## src/include/sbp_pkg.sv

```systemverilog
// constants, register map and types of the serial bus port slave
`default_nettype none
package sbp_pkg;
	// ------------------------------------------------------------------
	// register map (byte addresses)
	// ------------------------------------------------------------------
	localparam int          ADDR_W    = 8;
	localparam logic [7:0]  REG_CTRL  = 8'h00;
	localparam logic [7:0]  REG_CMD   = 8'h04;
	localparam logic [7:0]  REG_STAT  = 8'h08;
	localparam logic [7:0]  REG_DATA  = 8'h0C;

	// ------------------------------------------------------------------
	// field positions
	// ------------------------------------------------------------------
	localparam int          CTRL_EN_BIT   = 0;
	localparam int          CTRL_TOUT_BIT = 1;
	localparam int          CTRL_ADDR_LSB = 8;
	localparam int          SADDR_W       = 7;
	localparam int          CMD_LSB       = 0;
	localparam int          CMD_ACKN_BIT  = 2;
	localparam int          STAT_APF_BIT  = 0;
	localparam int          STAT_DF_BIT   = 1;
	localparam int          STAT_CLR_BIT  = 2;
	localparam int          DATA_W        = 8;

	// ------------------------------------------------------------------
	// encodings
	// ------------------------------------------------------------------
	localparam logic [1:0]  CMD_NONE = 2'h0;
	localparam logic [1:0]  CMD_DONE = 2'h2;
	localparam logic [1:0]  CMD_RESP = 2'h3;
	localparam logic [1:0]  BUS_IDLE = 2'h1;
	localparam logic [1:0]  BUS_BUSY = 2'h3;
	localparam logic [3:0]  BYTE_BITS = 4'h8;

	// ------------------------------------------------------------------
	// timing
	// ------------------------------------------------------------------
	localparam int          CLK_PERIOD_NS = 50;
	localparam int          TOUT_US       = 25;
	localparam int          TOUT_CYC      = TOUT_US * 1000 / CLK_PERIOD_NS;
	localparam int          TOUT_W        = 12;

	// ------------------------------------------------------------------
	// types
	// ------------------------------------------------------------------
	typedef struct packed {
		logic [SADDR_W-1:0] addr;
		logic               tout_en;
		logic               enable;
	} sbp_ctrl_t;

	typedef struct packed {
		logic       rx_nack;
		logic [1:0] bus_condition;
		logic       read_dir;
		logic       clock_stretch_state;
		logic       tx_clash;
		logic       data_flag;
		logic       address_stop_flag;
	} sbp_status_t;

	typedef enum logic [6:0] {
		ST_IDLE = 7'h01,
		ST_ADDR = 7'h02,
		ST_AACK = 7'h04,
		ST_RX   = 7'h08,
		ST_DACK = 7'h10,
		ST_TX   = 7'h20,
		ST_TACK = 7'h40
	} sbp_state_t;
endpackage : sbp_pkg
`default_nettype wire

```

## src/rtl/sbp_slave.sv

```systemverilog
// two-wire serial bus port slave with flag and clock-stretch handling
// Functional notes
// - a START clears the transmit clash flag; a repeated START leaves it.
// - flag clear colliding with address set: flag and SCL hold stay.
// - timeout in the same cycle as START drops the transaction.
// - response command 0b11 clears data flag one cycle later.
//
// Our own choices: the APB interface to the registers and the address map.
`timescale 1ns/100ps
`default_nettype none
module sbp_slave #(
	parameter int TOUT_CYC = sbp_pkg::TOUT_CYC
) (
	// clock and reset
	input  wire logic        I_CLK,
	input  wire logic        I_SRST,
	// apb slave
	input  wire logic        I_PSEL,
	input  wire logic        I_PENABLE,
	input  wire logic        I_PWRITE,
	input  wire logic [7:0]  I_PADDR,
	input  wire logic [31:0] I_PWDATA,
	output logic      [31:0] O_PRDATA,
	output logic             O_PREADY,
	output logic             O_PSLVERR,
	// two-wire bus pins
	input  wire logic        I_SCL,
	output logic             O_SCL_O,
	output logic             O_SCL_OE,
	input  wire logic        I_SDA,
	output logic             O_SDA_O,
	output logic             O_SDA_OE
);
	// ------------------------------------------------------------------
	// pin synchronisers
	// ------------------------------------------------------------------
	logic [2:0] scl_q, scl_d, sda_q, sda_d;
	always_comb begin
		scl_d = {scl_q[1:0], I_SCL};
		sda_d = {sda_q[1:0], I_SDA};
	end
	always_ff @(posedge I_CLK) begin
		if (I_SRST) begin
			scl_q <= 3'h7;
			sda_q <= 3'h7;
		end else begin
			scl_q <= scl_d;
			sda_q <= sda_d;
		end
	end
	logic scl_s, sda_s, scl_rise, scl_fall, start_ev, stop_ev;
	assign scl_s    = scl_q[1];
	assign sda_s    = sda_q[1];
	assign scl_rise = scl_q[1] & ~scl_q[2];
	assign scl_fall = ~scl_q[1] & scl_q[2];
	assign start_ev = scl_s & ~sda_q[1] & sda_q[2];
	assign stop_ev  = scl_s & sda_q[1] & ~sda_q[2];

	// ------------------------------------------------------------------
	// apb decode
	// ------------------------------------------------------------------
	function automatic logic hit(input logic [7:0] a, input logic [7:0] r);
		hit = (a == r);
	endfunction : hit

	logic acc, wr, rd_ok, cmd_wr, st_wr;
	logic [1:0] cmd;
	assign acc    = I_PSEL & I_PENABLE;
	assign wr     = acc & I_PWRITE;
	assign rd_ok  = hit(I_PADDR, sbp_pkg::REG_CTRL) |
			hit(I_PADDR, sbp_pkg::REG_CMD) |
			hit(I_PADDR, sbp_pkg::REG_STAT) |
			hit(I_PADDR, sbp_pkg::REG_DATA);
	assign cmd_wr = wr & hit(I_PADDR, sbp_pkg::REG_CMD);
	assign st_wr  = wr & hit(I_PADDR, sbp_pkg::REG_STAT);
	assign cmd    = cmd_wr ? I_PWDATA[sbp_pkg::CMD_LSB +: 2]
			: sbp_pkg::CMD_NONE;
	assign O_PREADY  = 1'b1;
	assign O_PSLVERR = I_PSEL & ~rd_ok;

	// ------------------------------------------------------------------
	// engine state
	// ------------------------------------------------------------------
	sbp_pkg::sbp_ctrl_t   ctrl_q, ctrl_d;
	sbp_pkg::sbp_state_t  st_q, st_d;
	sbp_pkg::sbp_status_t stat;
	logic [3:0]  bit_q, bit_d;
	logic [7:0]  rx_q, rx_d, tx_q, tx_d;
	logic        apf_q, apf_d, df_q, df_d, clash_q, clash_d;
	logic        hold_q, hold_d, dir_q, dir_d, busy_q, busy_d;
	logic        ackn_q, ackn_d, nack_q, nack_d, dfclr_q, dfclr_d;
	logic        sda_oe_q, sda_oe_d;
	logic [31:0] prdata_q, prdata_d;
	logic [sbp_pkg::TOUT_W-1:0] tcnt_q, tcnt_d;
	logic        tout, apf_set, apf_addr, apf_clr, df_set, df_clr;
	logic        tx_bit;

	assign tx_bit = tx_q[~bit_q[2:0]];
	assign tout   = ctrl_q.tout_en & busy_q &
			(tcnt_q == sbp_pkg::TOUT_W'(TOUT_CYC - 1));

	always_comb begin
		ctrl_d   = ctrl_q;
		st_d     = st_q;
		bit_d    = bit_q;
		rx_d     = rx_q;
		tx_d     = tx_q;
		dir_d    = dir_q;
		busy_d   = busy_q;
		nack_d   = nack_q;
		ackn_d   = ackn_q;
		clash_d  = clash_q;
		apf_set  = 1'b0;
		apf_addr = 1'b0;
		df_set   = 1'b0;
		sda_oe_d = 1'b0;
		// software side
		if (wr & hit(I_PADDR, sbp_pkg::REG_CTRL)) begin
			ctrl_d.enable  = I_PWDATA[sbp_pkg::CTRL_EN_BIT];
			ctrl_d.tout_en = I_PWDATA[sbp_pkg::CTRL_TOUT_BIT];
			ctrl_d.addr    = I_PWDATA[sbp_pkg::CTRL_ADDR_LSB +:
						sbp_pkg::SADDR_W];
		end
		if (wr & hit(I_PADDR, sbp_pkg::REG_DATA))
			tx_d = I_PWDATA[sbp_pkg::DATA_W-1:0];
		if (cmd_wr)
			ackn_d = I_PWDATA[sbp_pkg::CMD_ACKN_BIT];
		if (st_wr & I_PWDATA[sbp_pkg::STAT_CLR_BIT])
			clash_d = 1'b0;
		if (cmd == sbp_pkg::CMD_DONE)
			st_d = sbp_pkg::ST_IDLE;
		// bus timing counter, restarted by any line activity
		tcnt_d = (scl_q[1] ^ scl_q[2]) | (sda_q[1] ^ sda_q[2]) | ~busy_q
			? '0 : tcnt_q + 1'b1;
		// bus side
		unique case (st_q)
			sbp_pkg::ST_IDLE, sbp_pkg::ST_ADDR, sbp_pkg::ST_RX: ;
			sbp_pkg::ST_AACK, sbp_pkg::ST_DACK: sda_oe_d = ~ackn_q;
			sbp_pkg::ST_TX: sda_oe_d = ~tx_bit;
			sbp_pkg::ST_TACK: ;
		endcase
		unique case (st_q)
			sbp_pkg::ST_ADDR, sbp_pkg::ST_RX: begin
				if (scl_rise) begin
					rx_d  = {rx_q[6:0], sda_s};
					bit_d = bit_q + 1'b1;
				end else if (scl_fall && bit_q == sbp_pkg::BYTE_BITS) begin
					bit_d = '0;
					if (st_q == sbp_pkg::ST_RX) begin
						df_set = 1'b1;
						st_d   = sbp_pkg::ST_DACK;
					end else if (rx_q[7:1] == ctrl_q.addr) begin
						apf_set  = 1'b1;
						apf_addr = 1'b1;
						dir_d    = rx_q[0];
						st_d     = sbp_pkg::ST_AACK;
					end else
						st_d = sbp_pkg::ST_IDLE;
				end
			end
			sbp_pkg::ST_AACK, sbp_pkg::ST_DACK: begin
				if (scl_fall) begin
					if (ackn_q)
						st_d = sbp_pkg::ST_IDLE;
					else if (st_q == sbp_pkg::ST_AACK && dir_q) begin
						df_set = 1'b1;
						st_d   = sbp_pkg::ST_TX;
					end else
						st_d = sbp_pkg::ST_RX;
				end
			end
			sbp_pkg::ST_TX: begin
				// next bit only after scl falls: no sda change while high
				if (scl_rise & tx_bit & ~sda_s)
					clash_d = 1'b1;
				if (scl_fall) begin
					bit_d = bit_q + 1'b1;
					if (bit_q == sbp_pkg::BYTE_BITS - 4'h1) begin
						bit_d = '0;
						st_d  = sbp_pkg::ST_TACK;
					end
				end
			end
			sbp_pkg::ST_TACK: begin
				if (scl_rise)
					nack_d = sda_s;
				else if (scl_fall) begin
					if (nack_q)
						st_d = sbp_pkg::ST_IDLE;
					else begin
						df_set = 1'b1;
						st_d   = sbp_pkg::ST_TX;
					end
				end
			end
			sbp_pkg::ST_IDLE: ;
		endcase
		if (start_ev) begin
			if (!busy_q)
				clash_d = 1'b0;
			busy_d = 1'b1;
			bit_d  = '0;
			st_d   = tout ? sbp_pkg::ST_IDLE : sbp_pkg::ST_ADDR;
		end else if (stop_ev) begin
			if (st_q != sbp_pkg::ST_IDLE && st_q != sbp_pkg::ST_ADDR)
				apf_set = 1'b1;
			busy_d = 1'b0;
			st_d   = sbp_pkg::ST_IDLE;
		end
		if (tout) begin
			busy_d = 1'b0;
			st_d   = sbp_pkg::ST_IDLE;
		end
		if (!ctrl_q.enable) begin
			st_d     = sbp_pkg::ST_IDLE;
			apf_set  = 1'b0;
			apf_addr = 1'b0;
			df_set   = 1'b0;
		end
		// flags: a set in the same cycle as a clear wins
		apf_clr = (st_wr & I_PWDATA[sbp_pkg::STAT_APF_BIT]) |
			(cmd != sbp_pkg::CMD_NONE);
		apf_d   = apf_set | (apf_q & ~apf_clr);
		dfclr_d = (cmd == sbp_pkg::CMD_RESP);
		df_clr  = dfclr_q | (st_wr & I_PWDATA[sbp_pkg::STAT_DF_BIT]) |
			(cmd == sbp_pkg::CMD_DONE);
		df_d    = df_set | (df_q & ~df_clr);
		// clock stretch follows the address-match and data flags; a STOP sets the address flag without it
		if (apf_addr | df_set)
			hold_d = 1'b1;
		else if ((apf_q & apf_clr) | (df_q & df_clr) | ~ctrl_q.enable)
			hold_d = 1'b0;
		else
			hold_d = hold_q;
	end

	always_ff @(posedge I_CLK) begin
		if (I_SRST) begin
			ctrl_q   <= '0;
			st_q     <= sbp_pkg::ST_IDLE;
			bit_q    <= '0;
			rx_q     <= '0;
			tx_q     <= '0;
			apf_q    <= 1'b0;
			df_q     <= 1'b0;
			dfclr_q  <= 1'b0;
			clash_q  <= 1'b0;
			hold_q   <= 1'b0;
			dir_q    <= 1'b0;
			busy_q   <= 1'b0;
			ackn_q   <= 1'b0;
			nack_q   <= 1'b0;
			sda_oe_q <= 1'b0;
			tcnt_q   <= '0;
			prdata_q <= '0;
		end else begin
			ctrl_q   <= ctrl_d;
			st_q     <= st_d;
			bit_q    <= bit_d;
			rx_q     <= rx_d;
			tx_q     <= tx_d;
			apf_q    <= apf_d;
			df_q     <= df_d;
			dfclr_q  <= dfclr_d;
			clash_q  <= clash_d;
			hold_q   <= hold_d;
			dir_q    <= dir_d;
			busy_q   <= busy_d;
			ackn_q   <= ackn_d;
			nack_q   <= nack_d;
			sda_oe_q <= sda_oe_d;
			tcnt_q   <= tcnt_d;
			prdata_q <= prdata_d;
		end
	end

	// ------------------------------------------------------------------
	// outputs and read mux
	// ------------------------------------------------------------------
	assign O_SCL_O  = 1'b0;
	assign O_SCL_OE = hold_q;
	assign O_SDA_O  = 1'b0;
	assign O_SDA_OE = sda_oe_q;
	// read word registered in setup, stands through the access phase
	assign O_PRDATA = prdata_q;

	always_comb begin
		stat.address_stop_flag   = apf_q;
		stat.data_flag           = df_q;
		stat.tx_clash            = clash_q;
		stat.clock_stretch_state = hold_q;
		stat.read_dir            = dir_q;
		stat.bus_condition       = busy_q ? sbp_pkg::BUS_BUSY
					: sbp_pkg::BUS_IDLE;
		stat.rx_nack             = nack_q;
		prdata_d = '0;
		if (hit(I_PADDR, sbp_pkg::REG_CTRL))
			prdata_d = {16'h0, 1'b0, ctrl_q.addr, 6'h0,
				ctrl_q.tout_en, ctrl_q.enable};
		else if (hit(I_PADDR, sbp_pkg::REG_STAT))
			prdata_d = {24'h0, stat};
		else if (hit(I_PADDR, sbp_pkg::REG_DATA))
			prdata_d = {24'h0, dir_q ? tx_q : rx_q};
	end
endmodule : sbp_slave
`default_nettype wire

```

## config.mk

```make
export PLATFORM = sky130hd
export DESIGN_NAME = sbp_slave
export DESIGN_NICKNAME = d
export VERILOG_FILES = /design/src/include/sbp_pkg.sv /design/src/rtl/sbp_slave.sv
export SDC_FILE = /design/constraint.sdc
export NUM_CORES = 1
export LEC_CHECK = 0
export ABC_CLOCK_PERIOD_IN_PS = 6000
export BUFFER_PORTS_ARGS = -buffer_cell sky130_fd_sc_hd__buf_2
export CAP_MARGIN = 20
export CELL_PAD_IN_SITES_DETAIL_PLACEMENT = 1
export CELL_PAD_IN_SITES_GLOBAL_PLACEMENT = 1
export CORE_MARGIN = 3
export CORE_UTILIZATION = 44
export DETAILED_ROUTE_END_ITERATION = 7
export GPL_ROUTABILITY_DRIVEN = 0
export PLACE_DENSITY = 0.83
export SLEW_MARGIN = 20
export SYNTH_ARGS = -nofsm -noshare
export SYNTH_HDL_FRONTEND = slang
export SYNTH_SLANG_ARGS = --single-unit
```

## constraint.sdc

```tcl
create_clock -name I_CLK -period 6 [get_ports I_CLK]
set_input_delay 1.2 -clock I_CLK [delete_from_list [all_inputs] [get_ports I_CLK]]
set_output_delay 1.2 -clock I_CLK [all_outputs]
set_load 0.1 [all_outputs]
```

# Word-level counts from Yosys, hierarchy flattened
# Index checks and enable logic that the tools add are counted.
[word_totals] input_bits=47 output_inout_bits=38 ff_bits=96 wordCells=180
[op_classes] n_addsub=2 order_cmp=1 reduce_logical=21 eq_ne=19 n_bitwise=53 mux=60
[ops] op="two-way mux 7 bit" n=8
[ops] op="two-way mux 1 bit" n=30
[ops] op="case mux 7 bit (4 select lines)" n=1
[ops] op="AND 1 bit" n=24
[ops] op="two-way mux 8 bit" n=3
[ops] op="two-way mux 6 bit" n=3
[ops] op="== test 8 x 4 -> 1 bit (second input constant)" n=2
[ops] op="two-way mux 4 bit" n=4
[ops] op="two-way mux 15 bit" n=1
[ops] op="NOT 1 bit" n=13
[ops] op="OR 1 bit" n=13
[ops] op="adder 12 x 1 -> 12 bit (second input constant)" n=1
[ops] op="== test 12 x 9 -> 1 bit (second input constant)" n=1
[ops] op="OR reduction 2 bit" n=6
[ops] op="== test 8 x 3 -> 1 bit (second input constant)" n=1
[ops] op="logical NOT 8 bit" n=1
[ops] op="two-way mux 2 bit" n=4
[ops] op="case mux 4 bit (2 select lines)" n=1
[ops] op="nonzero test 2 bit" n=4
[ops] op="== test 7 x 2 -> 1 bit (second input constant)" n=1
[ops] op="== test 7 x 3 -> 1 bit (second input constant)" n=1
[ops] op="== test 7 x 4 -> 1 bit (second input constant)" n=1
[ops] op="== test 7 x 5 -> 1 bit (second input constant)" n=1
[ops] op="== test 7 x 6 -> 1 bit (second input constant)" n=1
[ops] op="other kinds (24)" n=30

# Logic depth before layout (Yosys ltp)
# Gate-level depths: netlist of the first run.
[logic_depth] word_depth=11 depth_mapped=9 ltp_nobuf=8

# Worst setup path after synthesis of the first run
# OpenSTA, ideal clock, no wires.
[synth_timing] path_kind="input to output" from="input port I_PADDR[1]" to="output port O_PSLVERR" path_buffers=0 cell_stages=3 slack_ps=2632 t_arrival_ps=2168 t_required_ps=4800 cell_sequence="nor2_1 > nand3_1 > and2_1"
[synth_between] elab_chain_len=6 elab_cells_between_ends=9 cone_classes="eq/ne: 3; bitwise: 5; reduce/logical: 1"
[synth_lines] element="start: declaration" line_no="sbp_slave.sv:21" text="input wire logic [7:0] I_PADDR,"
[synth_lines] element="== test 8 x 3 -> 1 bit or logical NOT 8 bit (tied branches)" line_no="sbp_slave.sv:63" text="hit = (a == r);"
[synth_lines] element="OR 1 bit" line_no="sbp_slave.sv:70" text="assign rd_ok = hit(I_PADDR, sbp_pkg::REG_CTRL) |"
[synth_lines] element="OR 1 bit" line_no="sbp_slave.sv:71" text="hit(I_PADDR, sbp_pkg::REG_CMD) |"
[synth_lines] element="OR 1 bit *" line_no="sbp_slave.sv:72" text="hit(I_PADDR, sbp_pkg::REG_STAT) |"
[synth_lines] element="NOT 1 bit *" line_no="sbp_slave.sv:79" text="assign O_PSLVERR = I_PSEL & ~rd_ok;"
[synth_lines] element="AND 1 bit *" line_no="sbp_slave.sv:79"
[synth_lines] element="end: declaration" line_no="sbp_slave.sv:25" text="output logic O_PSLVERR,"
# Mark *: on every way between the ends. The rest lies on a longest branch, timed or not.

# Worst setup path after layout of the first run
[layout_timing] from="input port I_PADDR[7]" to="output port O_PSLVERR"
# Same word-level chain as after synthesis.

==> qor.yml, run 1 <==
outcome:
  status: "complete, no violations"
timing:
  post-route-min-period_ns: 3.44
  tightestPinTransition_ns: 0.899
  tns_ns: 0
  final_max_slew_viol_count: 0
  max_clock_freq_mhz: 291
  post-route-period-util: 0.573
  finalWorstSetupSlack_ns: 2.56
  grt_setup_unrepaired: "false"
  skew_ns: 0.0108
  slew_headroom: 0.395
  hold_viol: 0
  setup_viol: 0
synthesis:
  synthSimpleGateAreaFrac: 0.257
  ys.warnings.count: 0
  synth_compound_area_frac: 0.121
  yosysUniqueCellTypes: 55
  netlist_area_sq_um: 3960
  synth.mux.area_fraction: 0.0797
  yosys.area_share.adder: 0.0158
  synth-xor-area-share: 0.0509
  synthCells: 460
  synth_ff_type: "dfxtp_1"
  synth_top_family_by_area: "simple AND/OR/NAND/NOR gates"
  synth_edf_count: 0
  async_flop_share: 0
  yosysSeqAreaShare: 0.400
  avgSynthCellArea_sq_um: 8.60
  ys_ff_latch: 79
drt:
  wl_mm: 10.9
  wire_per_inst_um: 18.1
  viasPerCell: 5.60
  route.detailed.drc: 0
  antenna_left: 0
  first_iter_violations: 164
  vias: 3375
  drt_pass1_iterations: 5
worst_setup_path:
  reg2reg_to: "st_q[0]$_SDFF_PP1_"
  cp-start-kind: "input port"
  crit_required_ns: 4.80
  crit_start: "I_PADDR[7]"
  endpoint_kind: "output port"
  rr_startpoint: "scl_q[1]$_SDFF_PP1_"
  path_max_fanout: 6
  cp_data_arrival_time_ns: 2.24
  path_class: "in2out"
  worst_r2r_path_depth: 8
  reg2reg_slack_ns: 3.28
power:
  p_leak_uw: 0.00168
  p_sw_uw: 316
  p_int_uw: 784
  ir_drop_mv: 0.111
  power.density_nw_per_um2: 251
  clkPwrFrac: 0.431
  p_seq_frac: 0.481
  finalPower_uw: 1100
  sw_frac_of_total: 0.287
  power_frac_comb: 0.088
clock_network:
  path_clk_slew_ns: 0.09
  numClockSinks: 79
  clockBufferDepth: 2
  tritoncts: "done"
  cts_hold_buf: 0
  post_cts_resized: 0
  cts_setup_buffers: 0
  root_buffer: "clkbuf_8"
  cts-buffers-inserted: 9
  clk_latency_ns: 0.37
  h-tree-depth: 3
floorplan:
  ioPinCount: 85
  start_util: 0.468
  core_area_sq_um: 8460
  die_area_sq_um: 10200
  die_x_um: 101
  fp.dieH_um: 101
  num_rows: 33
worst_hold_path:
  hp-start: "scl_q[0]$_SDFF_PP1_"
  hold_path.class: "reg2reg"
  whs_endpoint: "scl_q[1]$_SDFF_PP1_"
  holdPathStages: 1
grt:
  first_global_vias: 3539
  grt_antenna_before_repair: 0
  grt_use_total: 0.226
  gr-total-overflow: 0
  grt_max_degree: 49
  grt_pass1_wl_mm: 18.0
final_layout:
  stdcell_count: 603
  areaGrowthSynthToFinish_pct: 10.9
  antenna_cells: 0
  layout_common_cells: "dfxtp_1, nor2_1, buf_2"
  drive_gt1_frac: 0.159
  layout.nets: 545
  fillers: 1040
  area.sequential_sq_um: 1580
  multi_input_area_sq_um: 2150
  layout_commonest_cell: "dfxtp_1"
  final_core_util: 0.518
place:
  dp_hpwl_mm: 7.80
  port-buffer-count: 47
  dp_slack_ns: 2.59
  dp_cells: 587
job:
  maxCapViolations: 0
-- cell usage after synthesis (3+ instances only) --
cell / n / area, sq um
dfxtp_1: 79 / 1580
or3_1: 3 / 18.8
nor3b_1: 3 / 22.5
buf_1: 3 / 11.3
nand2_1: 33 / 124
buf_4: 20 / 150
o211ai_1: 4 / 30.0
xor2_1: 10 / 87.6
xnor2_1: 13 / 114
nor2_1: 58 / 218
o21ai_0: 9 / 45.0
nand3_1: 25 / 125
a21o_1: 5 / 37.5
mux2i_1: 27 / 270
a31oi_1: 3 / 18.8
nor3_1: 5 / 25.0
and3b_1: 3 / 26.3
a211oi_1: 4 / 30.0
clkbuf_1: 20 / 75.1
nand2b_1: 6 / 37.5
nor4_1: 5 / 31.3
ha_1: 5 / 62.6
nor2b_1: 7 / 43.8
or4_1: 3 / 22.5
and3_1: 4 / 25.0
nor4b_1: 3 / 26.3
a22oi_1: 4 / 30.0
nand4_1: 7 / 43.8
or2_2: 8 / 50.1
inv_1: 12 / 45.0
nand3b_1: 3 / 22.5
and2_1: 8 / 50.1
a21oi_1: 29 / 145
-- worst max-delay path: stages --
cell and delay [ns]:
buf_2 0.11, nor2_1 0.17, nand3_1 0.24, and2_1 0.23, buf_2 0.28
-- layer usage --
| metal | track usage | part of all wire | wire (um) |
|---|---|---|---|
| met2 | 0.392 | 0.50 | 5470 |
| met3 | 0.0332 | 0.043 | 470 |
| met4 | 0.0725 | 0.014 | 151 |
| met5 | 0 | 0 | 0 |
| met1 | 0.287 | 0.44 | 4800 |
-- logic make-up (layout without fill, tap and decap cells) --
logic type / Yosys count / after routing
compound gates: 73 / 73
mux: 29 / 29
buf+inv: 56 / 76
xor+xnor: 23 / 23
other cells: 2 / 20
fa+ha+maj: 5 / 5
flops: 79 / 79
simple gates: 193 / 193
-- power by group through the flow --
stage,registers (uW),clock network (uW),logic [uW]
2_1_floorplan,540,0,88.8
3_3_place_gp,541,0,93.8
3_5_place_dp,541,0,95.4
4_1_cts,529,484,96.4
5_1_grt,529,502,102
6_report,529,474,96.8
-- final cells by class --
cell class              count  area share
clock buffers               9      0.0282
clock inverters             7      0.0257
inverters                  12      0.0103
multi-input cells         343       0.490
flip-flops and latches     79       0.360
well taps                 105      0.0299
repair buffers             48      0.0553
-- metrics by stage --
stage / hold slack (ns) / cell area [sq um]
2_1_floorplan: 0.389 / 4030
3_3_place_gp: 0.394 / 4150
3_5_place_dp: 0.397 / 4150
4_1_cts: 0.419 / 4390
5_1_grt: 0.433 / 4390
6_report: 0.415 / 4390
-- flip-flops by register name, indices dropped and copies added, names as in the netlist --
| signal | count |
|---|---|
| O_PRDATA | 15 |
| O_SCL_OE | 1 |
| O_SDA_OE | 1 |
| ackn_q | 1 |
| apf_q | 1 |
| bit_q | 4 |
| busy_q | 1 |
| clash_q | 1 |
| ctrl_q | 9 |
| df_q | 1 |
| dfclr_q | 1 |
| dir_q | 1 |
| nack_q | 1 |
| rx_q | 8 |
| scl_q | 3 |
| sda_q | 3 |
| st_q | 7 |
| tcnt_q | 12 |
| tx_q | 8 |
-- worst max-delay path by stage --
| stage | end | slack [ns] | depth (start not counted) |
|---|---|---|---|
| finish | O_PSLVERR | 2.56 | 5 |
| global route | O_PSLVERR | 2.48 | 5 |
| CTS | O_PSLVERR | 2.55 | 5 |
| detailed placement | O_PSLVERR | 2.59 | 5 |
| global placement | O_PSLVERR | 2.62 | 5 |
| floorplan | O_PSLVERR | 2.63 | 3 |
No activity file was read; power rests on OpenSTA's default activity.
==> inputs of run 2 (changes only) <==
- ABC_CLOCK_PERIOD_IN_PS: 6000 -> 3200
- CORE_UTILIZATION: 44 -> 40
- PLACE_DENSITY: 0.83 -> 0.76
- clock period: 6 -> 3.2 ns (I/O delays scaled with it)
==> run 2 against run 1 <==
  * Register-to-register slack got worse by 2.5 ns
  * Largest power group unchanged
  * Sequential cell count stayed put
  * Total power increased by 77%
  * Clock-buffer cell count is the same
  * Cell count is 4.5% higher
==> qor.yml, run 2 (synthesized netlist as in run 1, its figures left out) <==
outcome:
  status: "complete, no violations"
final_layout:
  fillers: 1151  # +11%
  final_core_util: 0.468  # -0.0504
  areaGrowthSynthToFinish_pct: 11.4
  antenna_cells: 0  # unchanged
  final_area_sq_um: 4410  # +0.43%
  stdcell_count: 630  # +4.5%
  layout.nets: 548  # +0.55%
  largest_reg_flops: 15  # unchanged
  layout_commonest_cell: "dfxtp_1"
  drive_gt1_frac: 0.164  # +0.00504
  layout_common_cells: "dfxtp_1, nor2_1, buf_2"
clock_network:
  clockBufferDepth: 2  # unchanged
  path_clk_slew_ns: 0.09  # about the same
  h-tree-depth: 3  # unchanged
  cts-buffers-inserted: 9  # unchanged
  numClockSinks: 79  # unchanged
  clk_latency_ns: 0.36  # about the same
  tritoncts: "done"
  post_cts_resized: 0  # unchanged
  cts_hold_buf: 0  # unchanged
  cts_setup_buffers: 0  # unchanged
  root_buffer: "clkbuf_8"
grt:
  grt_use_total: 0.192  # -0.0345
  grt_max_degree: 35  # -29%
  grt_pass1_wl_mm: 17.1  # -5.0%
  grt_antenna_before_repair: 0  # unchanged
  gr-total-overflow: 0  # unchanged
  first_global_vias: 3478  # -1.7%
drt:
  vias: 3335  # -1.2%
  wl_met2_mm: 4.96  # -9.4%
  routed.top_layer: "met4"
  wire_per_inst_um: 16.3  # -9.6%
  first_iter_violations: 123  # -25%
  viasPerCell: 5.29  # -5.4%
  wl_met1_mm: 4.71  # -1.9%
  drt_pass1_iterations: 4  # -1
  wl_mm: 10.3  # -5.6%
  antenna_left: 0  # unchanged
  route.detailed.drc: 0  # unchanged
  dr_wl_met3_um: 385  # -18%
timing:
  max_clock_freq_mhz: 406
  grt_setup_unrepaired: "false"
  setup_viol: 0  # unchanged
  hold_viol: 0  # unchanged
  post-route-min-period_ns: 2.46
  post-route-period-util: 0.770
  slew_headroom: 0.467  # +0.0719
  final_max_slew_viol_count: 0  # unchanged
  tns_ns: 0  # unchanged
  skew_ns: 0.00845  # -0.00230 ns
  tightestPinTransition_ns: 0.792  # -0.107 ns
place:
  dp_cells: 614  # +4.6%
  port-buffer-count: 47  # unchanged
  postPlaceCellArea_sq_um: 4200  # +1.3%
  dp_hpwl_mm: 7.84  # +0.42%
floorplan:
  start_util: 0.420  # -0.0472
  num_rows: 35  # +6.1%
  die_x_um: 105  # +4.6%
  ioPinCount: 85  # unchanged
  die_area_sq_um: 11100  # +9.4%
  fp.dieH_um: 105  # +4.6%
  core_area_sq_um: 9420  # +11%
worst_setup_path:
  endpoint_kind: "flop"
  worst_r2r_path_depth: 7  # -1
  cp_data_arrival_time_ns: 2.72  # +0.48 ns
  path_max_fanout: 9  # +3
  cp-start-kind: "flop"
  path_class: "reg2reg"
  crit_required_ns: 3.45  # -1.35 ns
power:
  p_leak_uw: 0.00168  # -0.47%
  power.density_nw_per_um2: 441  # +76%
  ir_drop_mv: 0.196  # +76%
worst_hold_path:
  hold_path.class: "reg2reg"
  holdPathStages: 1  # unchanged
job:
  maxCapViolations: 0  # unchanged
run 2: cell count changes in the layout (fill, tap and decap cells not counted):
cell,delta
buf_4,+3
clkinvlp_4,+2
bufinv_16,-1
clkinv_8,-1
inv_6,+1
inv_8,-1
run 2: worst paths after layout:
path,from,end,slack [ns]
min,scl_q[0]$_SDFF_PP1_,scl_q[1]$_SDFF_PP1_,0.42
max,scl_q[1]$_SDFF_PP1_,st_q[0]$_SDFF_PP1_,0.74
max reg2reg,scl_q[1]$_SDFF_PP1_,st_q[0]$_SDFF_PP1_,0.74
min reg2reg,scl_q[0]$_SDFF_PP1_,scl_q[1]$_SDFF_PP1_,0.42
run 2: cell type report:
type                            count  area, sq um  area share
Tap cell                          129          161      0.0366
Sequential cell                    79         1580       0.359
Clock buffer                        9          124      0.0281
Multi-Input combinational cell    343         2150       0.488
Clock inverter                      7         78.8      0.0179
Inverter                           12         45.0      0.0102
Timing Repair Buffer               51          265      0.0602
run 2: metrics by stage:
stage	hold slack [ns]	power, uW	setup WS (ns)
after floorplan	0.389	1180	0.753
after global placement	0.397	1190	0.588
after detailed placement	0.397	1190	0.561
after CTS	0.417	1950	0.754
after global routing	0.439	2020	0.583
final	0.415	1940	0.736
run 2: per-layer routing:
metal | GRT usage | up-vias
met5 | 0 | -
met4 | 0.0787 | 0
met3 | 0.0429 | 16
met2 | 0.315 | 65
met1 | 0.242 | 1615
li1 | - | 1639
run 2: worst max-delay path, stage by stage, from the launching register on:
cell	delay, ns
dfxtp_1	0.38
ha_1	0.35
nor2b_1	0.29
nand2_1	0.14
nor4_1	0.70
o41ai_4	0.18
nor4_1	0.26
a21oi_1	0.07
run 2: power by group:
part           total [uW]  internal (uW)  switching, uW
sequential            991            986           5.06
combinational         180           28.4            152
clock                 773            368            405
